$ cat src/hw/oscc_pkg.sv
// Package: register map, field layout, reset values and types of the clock control block
package oscc_pkg;
  // Register byte offsets
  localparam logic [3:0] OFS_OSC_CTRL = 4'h0;
  localparam logic [3:0] OFS_CLK_DIV = 4'h4;
  localparam logic [3:0] OFS_PLL_FBD = 4'h8;
  localparam logic [3:0] OFS_UNLOCK = 4'hc;
  // Oscillator control field positions
  localparam int COSC_LSB = 12;
  localparam int NOSC_LSB = 8;
  localparam int CLOCK_LOCK_BIT_BIT = 7;
  localparam int LOCK_BIT = 5;
  localparam int CF_BIT = 3;
  localparam int SECONDARY_OSC_EN_BIT = 1;
  localparam int SWITCH_REQUEST_BIT_BIT = 0;
  // Clock divisor field positions
  localparam int ROI_BIT = 15;
  localparam int DOZE_LSB = 12;
  localparam int DOZE_ENABLE_BIT = 11;
  localparam int FRCDIV_LSB = 8;
  localparam int POST_LSB = 6;
  localparam int PRE_LSB = 0;
  // Reset values
  localparam logic [2:0] DOZE_RST = 3'h3;
  localparam logic [2:0] FRCDIV_RST = 3'h0;
  localparam logic [1:0] POST_RST = 2'h1;
  localparam logic [4:0] PRE_RST = 5'h00;
  localparam logic [8:0] FBD_RST = 9'h030;
  // Codes and keys
  localparam logic [1:0] POST_RSVD = 2'h2;
  localparam logic [2:0] FRCDIV_MAX = 3'h7;
  localparam logic [3:0] FRCDIV_MAX_LOG2 = 4'h8;
  localparam logic [15:0] UNLOCK_KEY1 = 16'h0055;
  localparam logic [15:0] UNLOCK_KEY2 = 16'h00aa;
  localparam logic [1:0] RESP_OKAY = 2'h0;
  localparam logic [1:0] RESP_SLVERR = 2'h2;
  // Timing counts
  localparam logic [3:0] SWITCH_WAIT_EDGES = 4'ha;
  localparam logic [1:0] BOOT_WAIT = 2'h2;
  localparam logic [3:0] FCY_LOG2 = 4'h1;
  localparam logic [9:0] FACTOR_OFS = 10'h002;

  typedef enum logic [2:0] {
    SRC_FRC = 3'h0, SRC_FRC_PLL = 3'h1, SRC_PRI = 3'h2, SRC_PRI_PLL = 3'h3,
    SRC_SEC = 3'h4, SRC_LOW_POWER_RC_OSC = 3'h5, SRC_FRC_DIV16 = 3'h6, SRC_FRC_DIVN = 3'h7
  } oscc_src_t;

  typedef enum logic [1:0] {
    PRI_EC = 2'h0, PRI_XT = 2'h1, PRI_HS = 2'h2, PRI_OFF = 2'h3
  } oscc_pri_t;

  typedef enum logic [2:0] {
    ST_BOOT = 3'h0, ST_IDLE = 3'h1, ST_WAIT_PLL = 3'h2,
    ST_COUNT = 3'h3, ST_GATE = 3'h4, ST_CHANGE = 3'h5
  } oscc_state_t;

  // Strapped configuration caught after reset
  typedef struct packed {
    oscc_src_t src;
    oscc_pri_t pri;
    logic lock_permit;
  } oscc_cfg_t;

  // Division factors handed to the analog PLL
  typedef struct packed {
    logic [9:0] mult;
    logic [5:0] pre;
    logic [3:0] post;
  } oscc_pll_t;

  // True for the two sources that run through the PLL
  function automatic logic uses_pll(input oscc_src_t s);
    return (s == SRC_FRC_PLL) || (s == SRC_PRI_PLL);
  endfunction
endpackage

$ cat src/hw/oscc_ctrl.sv
// Oscillator select, switch sequencer, divisor registers and AXI4-Lite slave
// What this block does
// RULE1: Boot source taken from 3-bit strap field
// RULE2: Primary submode strap selects HS, XT, EC
// RULE3: Erased straps start in fast RC divide-by-N
// RULE4: Current source field read-only at 14:12
// RULE5: New source field at 10:8, boots from straps
// RULE6: Software avoids direct PLL to PLL switches
// RULE7: Lock bit plus permit strap freezes configuration
// RULE8: PLL lock status reads locked and enabled
// RULE9: Clock fail flag sets on failure, software clears
// RULE10: Bit 1 enables the secondary oscillator
// RULE11: Switch request bit clears when switch completes
// RULE12: Control writes need a preceding unlock sequence
// RULE13: Recover-on-interrupt clears doze enable
// RULE14: Doze ratio is two to the field power
// RULE15: Doze enable off forces one-to-one ratio
// RULE16: Fast RC postscaler 1 to 64, then 256
// RULE17: PLL output divider 2, 4, reserved, 8
// RULE18: PLL prescaler divides by field plus two
// RULE19: Feedback multiplier is field plus two, default 50
// RULE20: Unimplemented bits read zero, ignore writes
// RULE21: PLL factors give input times M over N1 N2
// RULE22: Cycle clock is oscillator divided by two
// RULE23: Wait ten new-source edges, then change over
// RULE24: Source multiplexer changes only while gated off
//
// The implementer's own choices: the placing of the registers and register access over AXI4-Lite.
`timescale 1ns/1ps
`default_nettype none
module oscc_ctrl #(
  parameter int ADDR_W = 4
) (
  input wire logic CLK,
  input wire logic SYS_RST,
  input wire logic S_AXI_AWVALID,
  output var logic S_AXI_AWREADY,
  input wire logic [ADDR_W-1:0] S_AXI_AWADDR,
  input wire logic [2:0] S_AXI_AWPROT,
  input wire logic S_AXI_WVALID,
  output var logic S_AXI_WREADY,
  input wire logic [31:0] S_AXI_WDATA,
  input wire logic [3:0] S_AXI_WSTRB,
  output var logic S_AXI_BVALID,
  input wire logic S_AXI_BREADY,
  output var logic [1:0] S_AXI_BRESP,
  input wire logic S_AXI_ARVALID,
  output var logic S_AXI_ARREADY,
  input wire logic [ADDR_W-1:0] S_AXI_ARADDR,
  input wire logic [2:0] S_AXI_ARPROT,
  output var logic S_AXI_RVALID,
  input wire logic S_AXI_RREADY,
  output var logic [31:0] S_AXI_RDATA,
  output var logic [1:0] S_AXI_RRESP,
  input wire logic [2:0] CFG_OSC_SEL,
  input wire logic [1:0] CFG_PRI_SUBMODE,
  input wire logic CFG_LOCK_PERMIT,
  input wire logic PLL_LOCK_IN,
  input wire logic CLK_FAIL_IN,
  input wire logic INT_REQ_IN,
  input wire logic [7:0] SRC_CLK_IN,
  output var oscc_pkg::oscc_src_t SYS_SRC_SEL,
  output var logic CLK_GATE_EN,
  output var logic PLL_ENABLE,
  output var logic SECONDARY_OSC_ENABLE,
  output var oscc_pkg::oscc_pri_t PRI_MODE,
  output var logic [3:0] FRC_DIV_LOG2,
  output var oscc_pkg::oscc_pll_t PLL_FACTORS,
  output var logic CPU_CLK_EN,
  output var logic PERIPH_CLK_EN,
  output var logic SWITCH_BUSY
);
  localparam int SYNC_W = 17;

  // Full-width match of one register offset, so aliases above the map are not decoded
  function automatic logic addr_is(input logic [ADDR_W-1:0] a, input logic [3:0] ofs);
    return a == ADDR_W'(ofs);
  endfunction

  // Address decode shared by read and write paths
  function automatic logic addr_mapped(input logic [ADDR_W-1:0] a);
    return addr_is(a, oscc_pkg::OFS_OSC_CTRL) || addr_is(a, oscc_pkg::OFS_CLK_DIV) ||
           addr_is(a, oscc_pkg::OFS_PLL_FBD) || addr_is(a, oscc_pkg::OFS_UNLOCK);
  endfunction

  // Two-stage synchronisers for every strap, status and source clock pin; third stage for edge detection
  logic [SYNC_W-1:0] sync1;
  logic [SYNC_W-1:0] sync2;
  logic [8:0] edge3;
  always_ff @(posedge CLK) begin
    sync1 <= {CFG_OSC_SEL, CFG_PRI_SUBMODE, CFG_LOCK_PERMIT, PLL_LOCK_IN,
              CLK_FAIL_IN, INT_REQ_IN, SRC_CLK_IN};
    sync2 <= sync1;
    edge3 <= {sync2[9], sync2[7:0]};
  end

  logic pll_lock_s;
  logic int_s;
  logic fail_rise;
  logic [7:0] src_s;
  logic [7:0] src_d;
  assign pll_lock_s = sync2[10];
  assign int_s = sync2[8];
  assign fail_rise = sync2[9] && !edge3[8];
  assign src_s = sync2[7:0];
  assign src_d = edge3[7:0];

  // Registers
  oscc_pkg::oscc_state_t state;
  oscc_pkg::oscc_state_t next_state;
  oscc_pkg::oscc_cfg_t cfg;
  oscc_pkg::oscc_src_t cosc;
  oscc_pkg::oscc_src_t nosc;
  logic clk_lock;
  logic cf;
  logic secondary_osc_en;
  logic switch_request_bit;
  logic recover_on_interrupt;
  logic [2:0] doze;
  logic doze_en;
  logic [2:0] frcdiv;
  logic [1:0] post;
  logic [4:0] pre;
  logic [8:0] fbd;
  logic key1_seen;
  logic unlock_armed;
  logic [1:0] boot_cnt;
  logic [3:0] edge_cnt;

  // AXI write side holding registers
  logic [ADDR_W-1:0] aw_addr;
  logic [31:0] w_data;
  logic [3:0] w_strb;
  logic [ADDR_W-1:0] wr_a4;
  logic do_write;
  logic wr_osc;
  logic wr_div;
  logic wr_fbd;
  logic wr_key;
  logic lo;
  logic hi;
  assign do_write = !S_AXI_AWREADY && !S_AXI_WREADY && !S_AXI_BVALID;
  assign wr_a4 = aw_addr;
  assign lo = w_strb[0];
  assign hi = w_strb[1];
  assign wr_osc = do_write && addr_is(wr_a4, oscc_pkg::OFS_OSC_CTRL) && unlock_armed; // RULE12
  assign wr_div = do_write && addr_is(wr_a4, oscc_pkg::OFS_CLK_DIV);
  assign wr_fbd = do_write && addr_is(wr_a4, oscc_pkg::OFS_PLL_FBD);
  assign wr_key = do_write && addr_is(wr_a4, oscc_pkg::OFS_UNLOCK);

  // Lock and switch qualifiers
  logic cfg_locked;
  logic idle;
  logic boot_done;
  logic forbidden;
  logic sw_req;
  logic sw_abort;
  logic sw_start;
  logic new_edge;
  logic switching;
  logic pll_in_use;
  logic lock_stat;
  assign cfg_locked = clk_lock && cfg.lock_permit; // RULE7
  assign idle = state == oscc_pkg::ST_IDLE;
  assign boot_done = state == oscc_pkg::ST_BOOT && boot_cnt == oscc_pkg::BOOT_WAIT;
  // PLL to PLL switches are refused as a safeguard
  assign forbidden = oscc_pkg::uses_pll(cosc) && oscc_pkg::uses_pll(nosc); // RULE6
  assign sw_req = idle && switch_request_bit;
  assign sw_abort = sw_req && (nosc == cosc || forbidden);
  assign sw_start = sw_req && !sw_abort;
  assign new_edge = src_s[nosc] && !src_d[nosc]; // RULE23
  assign switching = !(idle || state == oscc_pkg::ST_BOOT);
  assign pll_in_use = oscc_pkg::uses_pll(cosc) || (switching && oscc_pkg::uses_pll(nosc));
  assign lock_stat = pll_in_use && pll_lock_s; // RULE8

  // Next values of software-visible fields
  logic wd_lo;
  logic wd_hi;
  logic [1:0] wd_post;
  assign wd_lo = lo && !cfg_locked;
  assign wd_hi = hi && !cfg_locked;
  assign wd_post = w_data[oscc_pkg::POST_LSB +: 2];

  oscc_pkg::oscc_src_t next_nosc;
  logic next_clk_lock;
  logic next_cf;
  logic next_secondary_osc_en;
  logic next_switch_request_bit;
  logic next_doze_en;
  assign next_nosc = boot_done ? oscc_pkg::oscc_src_t'(sync2[16:14]) : // RULE1 RULE3 RULE5
    (wr_osc && wd_hi && idle) ?
      oscc_pkg::oscc_src_t'(w_data[oscc_pkg::NOSC_LSB +: 3]) : nosc;
  assign next_clk_lock = (wr_osc && wd_lo) ? w_data[oscc_pkg::CLOCK_LOCK_BIT_BIT] : clk_lock;
  assign next_secondary_osc_en = (wr_osc && lo) ? w_data[oscc_pkg::SECONDARY_OSC_EN_BIT] : secondary_osc_en; // RULE10
  // A failure seen in the clearing cycle still sets the flag
  assign next_cf = fail_rise ? 1'b1 : // RULE9
    ((wr_osc && lo && !w_data[oscc_pkg::CF_BIT]) || sw_start) ? 1'b0 : cf;
  assign next_switch_request_bit = (wr_osc && wd_lo && idle && w_data[oscc_pkg::SWITCH_REQUEST_BIT_BIT]) ? 1'b1 :
    (sw_abort || state == oscc_pkg::ST_CHANGE) ? 1'b0 : switch_request_bit; // RULE11
  assign next_doze_en = (recover_on_interrupt && int_s) ? 1'b0 : // RULE13
    (wr_div && hi) ? w_data[oscc_pkg::DOZE_ENABLE_BIT] : doze_en;

  // Switch sequencer
  always_comb begin
    next_state = state;
    unique case (state)
      oscc_pkg::ST_BOOT: begin
        if (boot_done) begin
          next_state = oscc_pkg::ST_IDLE;
        end
      end
      oscc_pkg::ST_IDLE: begin
        if (sw_start) begin
          next_state = oscc_pkg::ST_WAIT_PLL;
        end
      end
      oscc_pkg::ST_WAIT_PLL: begin
        if (!oscc_pkg::uses_pll(nosc) || pll_lock_s) begin
          next_state = oscc_pkg::ST_COUNT;
        end
      end
      oscc_pkg::ST_COUNT: begin
        if (edge_cnt == oscc_pkg::SWITCH_WAIT_EDGES) begin // RULE23
          next_state = oscc_pkg::ST_GATE;
        end
      end
      oscc_pkg::ST_GATE: next_state = oscc_pkg::ST_CHANGE; // RULE24
      oscc_pkg::ST_CHANGE: next_state = oscc_pkg::ST_IDLE;
      default: next_state = oscc_pkg::ST_IDLE;
    endcase
  end

  // Sequencer state, counters and straps
  always_ff @(posedge CLK) begin
    if (SYS_RST) begin
      state <= oscc_pkg::ST_BOOT;
      boot_cnt <= '0;
      edge_cnt <= '0;
      cfg <= '{oscc_pkg::SRC_FRC_DIVN, oscc_pkg::PRI_OFF, 1'b1};
      cosc <= oscc_pkg::SRC_FRC_DIVN; // RULE3
    end else begin
      state <= next_state;
      boot_cnt <= boot_cnt + {1'b0, state == oscc_pkg::ST_BOOT};
      edge_cnt <= (state == oscc_pkg::ST_COUNT) ? edge_cnt + {3'h0, new_edge} : '0;
      if (boot_done) begin
        cfg <= '{oscc_pkg::oscc_src_t'(sync2[16:14]), // RULE1
                 oscc_pkg::oscc_pri_t'(sync2[13:12]), sync2[11]}; // RULE2
        cosc <= oscc_pkg::oscc_src_t'(sync2[16:14]);
      end else if (state == oscc_pkg::ST_CHANGE) begin
        cosc <= nosc; // RULE4 RULE23
      end
    end
  end

  // Oscillator control and unlock registers
  always_ff @(posedge CLK) begin
    if (SYS_RST) begin
      nosc <= oscc_pkg::SRC_FRC_DIVN;
      clk_lock <= 1'b0;
      cf <= 1'b0;
      secondary_osc_en <= 1'b0;
      switch_request_bit <= 1'b0;
      key1_seen <= 1'b0;
      unlock_armed <= 1'b0;
    end else begin
      nosc <= next_nosc;
      clk_lock <= next_clk_lock;
      cf <= next_cf;
      secondary_osc_en <= next_secondary_osc_en;
      switch_request_bit <= next_switch_request_bit;
      // Keys must be consecutive writes; any other write breaks or spends the unlock
      if (do_write) begin
        key1_seen <= wr_key && w_data[15:0] == oscc_pkg::UNLOCK_KEY1;
        unlock_armed <= wr_key && key1_seen && w_data[15:0] == oscc_pkg::UNLOCK_KEY2; // RULE12
      end
    end
  end

  // Clock divisor and PLL feedback registers; frozen fields under lock
  always_ff @(posedge CLK) begin
    if (SYS_RST) begin
      recover_on_interrupt <= 1'b0;
      doze <= oscc_pkg::DOZE_RST; // RULE14
      doze_en <= 1'b0;
      frcdiv <= oscc_pkg::FRCDIV_RST; // RULE16
      post <= oscc_pkg::POST_RST; // RULE17
      pre <= oscc_pkg::PRE_RST; // RULE18
      fbd <= oscc_pkg::FBD_RST; // RULE19
    end else begin
      doze_en <= next_doze_en;
      if (wr_div && hi) begin
        recover_on_interrupt <= w_data[oscc_pkg::ROI_BIT];
        doze <= w_data[oscc_pkg::DOZE_LSB +: 3];
      end
      if (wr_div && !cfg_locked) begin // RULE7
        if (hi) frcdiv <= w_data[oscc_pkg::FRCDIV_LSB +: 3];
        if (lo && wd_post != oscc_pkg::POST_RSVD) post <= wd_post;
        if (lo) pre <= w_data[oscc_pkg::PRE_LSB +: 5];
      end
      if (wr_fbd && !cfg_locked) begin
        if (lo) fbd[7:0] <= w_data[7:0];
        if (hi) fbd[8] <= w_data[8];
      end
    end
  end

  // Read words; unimplemented bits tie to zero
  logic [15:0] osc_word;
  logic [15:0] div_word;
  logic [15:0] rd_word;
  assign osc_word = {1'b0, cosc, 1'b0, nosc, clk_lock, 1'b0, lock_stat, 1'b0, cf, // RULE20
                     1'b0, secondary_osc_en, switch_request_bit};
  assign div_word = {recover_on_interrupt, doze, doze_en, frcdiv, post, 1'b0, pre};
  assign rd_word = addr_is(S_AXI_ARADDR, oscc_pkg::OFS_OSC_CTRL) ? osc_word :
                   addr_is(S_AXI_ARADDR, oscc_pkg::OFS_CLK_DIV) ? div_word :
                   addr_is(S_AXI_ARADDR, oscc_pkg::OFS_PLL_FBD) ? {7'h00, fbd} : 16'h0000;

  // AXI4-Lite handshakes; one write and one read in flight
  always_ff @(posedge CLK) begin
    if (SYS_RST) begin
      S_AXI_AWREADY <= 1'b1;
      S_AXI_WREADY <= 1'b1;
      S_AXI_BVALID <= 1'b0;
      S_AXI_BRESP <= oscc_pkg::RESP_OKAY;
      S_AXI_ARREADY <= 1'b1;
      S_AXI_RVALID <= 1'b0;
      S_AXI_RDATA <= '0;
      S_AXI_RRESP <= oscc_pkg::RESP_OKAY;
      aw_addr <= '0;
      w_data <= '0;
      w_strb <= '0;
    end else begin
      if (S_AXI_AWVALID && S_AXI_AWREADY) begin
        S_AXI_AWREADY <= 1'b0;
        aw_addr <= S_AXI_AWADDR;
      end
      if (S_AXI_WVALID && S_AXI_WREADY) begin
        S_AXI_WREADY <= 1'b0;
        w_data <= S_AXI_WDATA;
        w_strb <= S_AXI_WSTRB;
      end
      if (do_write) begin
        S_AXI_BVALID <= 1'b1;
        S_AXI_BRESP <= addr_mapped(wr_a4) ? oscc_pkg::RESP_OKAY : oscc_pkg::RESP_SLVERR;
      end else if (S_AXI_BVALID && S_AXI_BREADY) begin
        S_AXI_BVALID <= 1'b0;
        S_AXI_AWREADY <= 1'b1;
        S_AXI_WREADY <= 1'b1;
      end
      if (S_AXI_ARVALID && S_AXI_ARREADY) begin
        S_AXI_ARREADY <= 1'b0;
        S_AXI_RVALID <= 1'b1;
        S_AXI_RDATA <= {16'h0000, rd_word};
        S_AXI_RRESP <= addr_mapped(S_AXI_ARADDR) ? oscc_pkg::RESP_OKAY :
                       oscc_pkg::RESP_SLVERR;
      end else if (S_AXI_RVALID && S_AXI_RREADY) begin
        S_AXI_RVALID <= 1'b0;
        S_AXI_ARREADY <= 1'b1;
      end
    end
  end

  // Cycle enable at half the oscillator rate, doze enable at or below it
  logic fcy_en;
  logic cpu_en;
  logic [3:0] doze_log2;
  assign doze_log2 = doze_en ? {1'b0, doze} : 4'h0; // RULE15
  oscc_div #(.CNT_W(8), .LOG_W(4)) u_fcy (
    .clk(CLK), .rst(SYS_RST), .tick(1'b1),
    .log2_ratio(oscc_pkg::FCY_LOG2), .pulse(fcy_en) // RULE22
  );
  oscc_div #(.CNT_W(8), .LOG_W(4)) u_doze (
    .clk(CLK), .rst(SYS_RST), .tick(fcy_en),
    .log2_ratio(doze_log2), .pulse(cpu_en) // RULE14
  );

  // Derived factors for the analog side
  oscc_pkg::oscc_pll_t pll_f;
  logic [3:0] frc_log2;
  logic gating;
  assign pll_f.mult = {1'b0, fbd} + oscc_pkg::FACTOR_OFS; // RULE19 RULE21
  assign pll_f.pre = {1'b0, pre} + oscc_pkg::FACTOR_OFS[5:0]; // RULE18
  assign pll_f.post = 4'h2 << (post[1] ? 2'h2 : {1'b0, post[0]}); // RULE17
  assign frc_log2 = (frcdiv == oscc_pkg::FRCDIV_MAX) ? oscc_pkg::FRCDIV_MAX_LOG2 :
                    {1'b0, frcdiv}; // RULE16
  // Gate stays shut until the selector has caught up with the new source
  assign gating = state inside {oscc_pkg::ST_GATE, oscc_pkg::ST_CHANGE} ||
                  SYS_SRC_SEL != cosc; // RULE24

  // Registered outputs
  always_ff @(posedge CLK) begin
    if (SYS_RST) begin
      SYS_SRC_SEL <= oscc_pkg::SRC_FRC_DIVN;
      CLK_GATE_EN <= 1'b0;
      PLL_ENABLE <= 1'b0;
      SECONDARY_OSC_ENABLE <= 1'b0;
      PRI_MODE <= oscc_pkg::PRI_OFF;
      FRC_DIV_LOG2 <= '0;
      PLL_FACTORS <= '0;
      CPU_CLK_EN <= 1'b0;
      PERIPH_CLK_EN <= 1'b0;
      SWITCH_BUSY <= 1'b0;
    end else begin
      SYS_SRC_SEL <= (CLK_GATE_EN) ? SYS_SRC_SEL : cosc; // RULE24
      CLK_GATE_EN <= !gating && state != oscc_pkg::ST_BOOT;
      PLL_ENABLE <= pll_in_use;
      SECONDARY_OSC_ENABLE <= secondary_osc_en || cosc == oscc_pkg::SRC_SEC ||
                     (switching && nosc == oscc_pkg::SRC_SEC); // RULE10
      PRI_MODE <= cfg.pri; // RULE2
      FRC_DIV_LOG2 <= frc_log2;
      PLL_FACTORS <= pll_f;
      CPU_CLK_EN <= cpu_en;
      PERIPH_CLK_EN <= fcy_en;
      SWITCH_BUSY <= switching;
    end
  end
endmodule // oscc_ctrl
`default_nettype wire

$ cat src/hw/oscc_div.sv
// Power-of-two enable divider used for the cycle and doze clock enables
`timescale 1ns/1ps
`default_nettype none
module oscc_div #(
  parameter int CNT_W = 8,
  parameter int LOG_W = 4
) (
  input wire logic clk,
  input wire logic rst,
  input wire logic tick,
  input wire logic [LOG_W-1:0] log2_ratio,
  output logic pulse
);
  logic [CNT_W-1:0] cnt;
  logic [CNT_W-1:0] mask;

  // Low bits of the counter all ones marks every 2^n-th tick
  assign mask = (CNT_W'(1) << log2_ratio) - CNT_W'(1);
  assign pulse = tick && ((cnt & mask) == mask);

  // Counts input ticks
  always_ff @(posedge clk) begin
    if (rst) begin
      cnt <= '0;
    end else if (tick) begin
      cnt <= cnt + CNT_W'(1);
    end
  end
endmodule // oscc_div
`default_nettype wire

$ cat config.mk
export PLATFORM = sky130hd
export DESIGN_NAME = oscc_ctrl
export DESIGN_NICKNAME = d
export VERILOG_FILES = /design/src/hw/oscc_pkg.sv /design/src/hw/oscc_ctrl.sv /design/src/hw/oscc_div.sv
export SDC_FILE = /design/constraint.sdc
export NUM_CORES = 1
export LEC_CHECK = 0
export CORE_MARGIN = 2
export CORE_UTILIZATION = 50
export CTS_CLUSTER_SIZE = 12
export DETAILED_ROUTE_END_ITERATION = 6
export DONT_BUFFER_PORTS = 1
export GPL_ROUTABILITY_DRIVEN = 1
export PLACE_DENSITY = 0.71
export RECOVER_POWER = 100
export SYNTH_ARGS = -nofsm -noshare
export SYNTH_HDL_FRONTEND = slang
export SYNTH_SLANG_ARGS = --single-unit
$ cat constraint.sdc
create_clock -name CLK -period 4.2 [get_ports CLK]
set_input_delay 0 -clock CLK [delete_from_list [all_inputs] [get_ports CLK]]
set_output_delay 0 -clock CLK [all_outputs]
set_load 0.01 [all_outputs]
==> results_dict.tcl <==
set metrics [dict create \
    die_y_microns 119.0 \
    area_delta_synth_final_pct 16.53 \
    avgSynthCellArea_sq_um 9.399 \
    worstHoldStart "S_AXI_ARADDR[3]" \
    n_antenna_cell 0 \
    whs_path_depth 4 \
    first_pass_iters 5 \
    synthArstFlopShare 0 \
    setup_slack_ns 1.379 \
    hold_class "input pin to flip-flop" \
    violations "capacitance limit, slew limit" \
    clkLatencyLatePin_ns 0.44 \
    cts_tree "done" \
    critical_path_required_ns 4.53 \
    place.gp.congestion 0.8723 \
    crit_path_max_fanout 115 \
    drive_above_1_share 0.06250 \
    antenna_found_initial 0 \
    rsz0062_at_grt "no" \
    grt_max_degree 116 \
    ios 150 \
    cts.sinks 178 \
    grt_pass1_wl_microns 24350 \
    drc 0 \
    synth_top_area_frac 0.5393 \
    p_leak_nw 2.993 \
    slew_headroom -0.4943 \
    worstHoldEndpoint "S_AXI_RDATA[4]" \
    die_area_sq_um 14150 \
    synth_edf_count 0 \
    groute.usage.overall 0.2186 \
    synth_top_cell_by_area "dfxtp_1" \
    grt_pass1_vias 4772 \
    whs_ns 0.03106 \
    nFillCells 1097 \
    crit_path_max_incr_delay_ns 1.11 \
    cp-end-kind "flip-flop" \
    final_common_cell "dfxtp_1" \
    period_share 0.6718 \
    fmax_mhz 354.4 \
    finalSetupTns_ns 0 \
    hold_viol 0 \
    peakVddDrop_uv 280.8 \
    worst_pin_slew_ns 2.241 \
    dp_hpwl_microns 10070 \
    initial_utilization 0.5173 \
    post_cts_resized 0 \
    r2r-start "state[1]" \
    cts_setup_buffers 0 \
    r2r_cells 3 \
    synth_seq_cells 178 \
    path_clk_slew_ns 0.07 \
    grt-ovfl-total 0 \
    fin_skew_ns 0.006092 \
    critPathLaunchType "input pin" \
    power_density_nw_per_um2 483.4 \
    drv_slew 129 \
    dp.cells 837 \
    wl_microns 15010 \
    io_buffers 0 \
    arrival_ns 3.15 \
    synthCells 703 \
    dieWidth_microns 119.0 \
    power_mw 3.722 \
    post_drt_wl_per_cell_microns 16.24 \
    ys_warn_count 0 \
    mostFrequentLayoutCells "178 x dfxtp_1, 80 x nand2_1, 59 x nor2_1" \
    path_class "input pin to flip-flop" \
    rrSetupSlack_ns 1.78 \
    nets 820 \
    htreeDepth 4 \
    fin_cells 924 \
    numCtsBuffers 17 \
    row_count 41 \
    core_area_sq_um 12770 \
    num_vias 5075 \
    synthFlopType "dfxtp_1" \
    cts_root_buffer "clkbuf_16" \
    seq_area_frac_synth 0.5393 \
    yosysUniqueCellTypes 64 \
    cts_hold_buf 55 \
    drtIter0Drc 384 \
    crit_top_cell "dlygate4sd3_1" \
    slowest_stage "clkbuf_2" \
    syn_area_sq_um 6608 \
    finalSetupViolCount 0 \
    postRouteAntennaNets 0 \
    vias_per_cell 5.492 \
    min_period_ns 2.821 \
    drv_cap 2 \
    worstPathCellList "dlygate4sd3_1, clkbuf_2, a21oi_1, o21ai_0, dlygate4sd3_1" \
    r2r_end "nosc[2]" \
    place_ws_ns 1.941 \
    outcome "finished, violations left" \
    clk_path_buf_depth 2 \
    synth.area.top_cells "dfxtp_1 54%, nand2_1 4.5%, a21oi_1 3.8%, mux2i_1 3.6%, nor2_1 3.4%" \
]
layer usage:
metal  vias up  wire length [microns]  GRT usage
li1       2474                      -          -
met1      2388                   6663     0.2908
met2       193                   7030     0.3391
met3        20                   1099    0.06513
met4         0                    214    0.07440
met5         -                      0          0
cells by family (layout without fill, tap and decap cells):
group,Yosys count,after routing,share of synthesized area
flip-flops,178,178,0.5393
XOR/XNOR,18,18,0.02386
AO/OA/AOI/OAI,115,115,0.1060
other,1,19,0.0005675
buffers and inverters,79,110,0.05605
adder cells (fa/ha/maj),8,8,0.01477
multiplexers,29,29,0.04658
AND/OR/NAND/NOR,275,275,0.2128
cell type report:
| type | instances | area, sq um | area share |
|---|---|---|---|
| clock buffer | 18 | 429.2 | 0.05574 |
| clock inverter | 14 | 138.9 | 0.01804 |
| inverter | 23 | 86.33 | 0.01121 |
| multi-input combinational | 464 | 2721 | 0.3534 |
| sequential | 178 | 3563 | 0.4628 |
| tap | 172 | 215.2 | 0.02795 |
| timing repair buffer | 55 | 545.5 | 0.07085 |
stage by stage:
stage	cell area, sq um	util
2_1_floorplan	6675	-
3_3_place_gp	6613	0.5177
3_5_place_dp	6613	0.5177
4_1_cts	7749	0.6066
5_1_grt	7700	0.6028
6_report	7700	0.6028
worst max path at each step:
stage | start | end | slack, ns | depth (start not counted)
2_1_floorplan | nosc[0] | edge_cnt[1] | 2.26 | 6
3_3_place_gp | S_AXI_ARREADY | S_AXI_RDATA[8] | 2.07 | 4
3_5_place_dp | S_AXI_ARREADY | S_AXI_RDATA[1] | 1.94 | 4
4_1_cts | S_AXI_ARREADY | S_AXI_RDATA[8] | 1.92 | 4
5_1_grt | SYS_RST | S_AXI_WREADY | 1.13 | 5
6_report | SYS_RST | S_AXI_WREADY | 1.38 | 5
sequential cells by signal, summed over array words and instances (netlist names), 5 cells and up:
signal       cells
sync1           17
u_doze.cnt       7
PLL_FACTORS     19
pre              5
fbd              9
S_AXI_RDATA     16
sync2           17
edge3            9
w_data          16
Yosys cell counts (all sizes together), types with 3 or more instances:
library cell and instances:
nor2b 13, mux2 4, o2111ai 5, nor2 59, dfxtp 178, a22oi 3
or4 3, o21ai 23, nor4 9, a21oi 50, inv 22, o211ai 6
buf 26, a211oi 5, nand3 22, o32ai 5, nor4b 4, or3 7
or2 3, xnor2 6, nand2b 12, nand4 12, nor3 28, a22o 3
mux2i 24, ha 7, and3 4, nand2 80, clkbuf 30, xor2 12
and2 6, a31oi 3
report_power, final:
part	switching, mW	internal [mW]
logic	0.171	0.144
clock network	0.725	0.787
registers	0.115	1.78
total	1.01	2.71
critical path: cells and delay by family:
| family | cells | cell delay [ns] |
|---|---|---|
| buffers and inverters | 3 | 2.26 |
| AO/OA/AOI/OAI | 2 | 0.82 |
No activity file was read; power rests on OpenSTA's default activity.
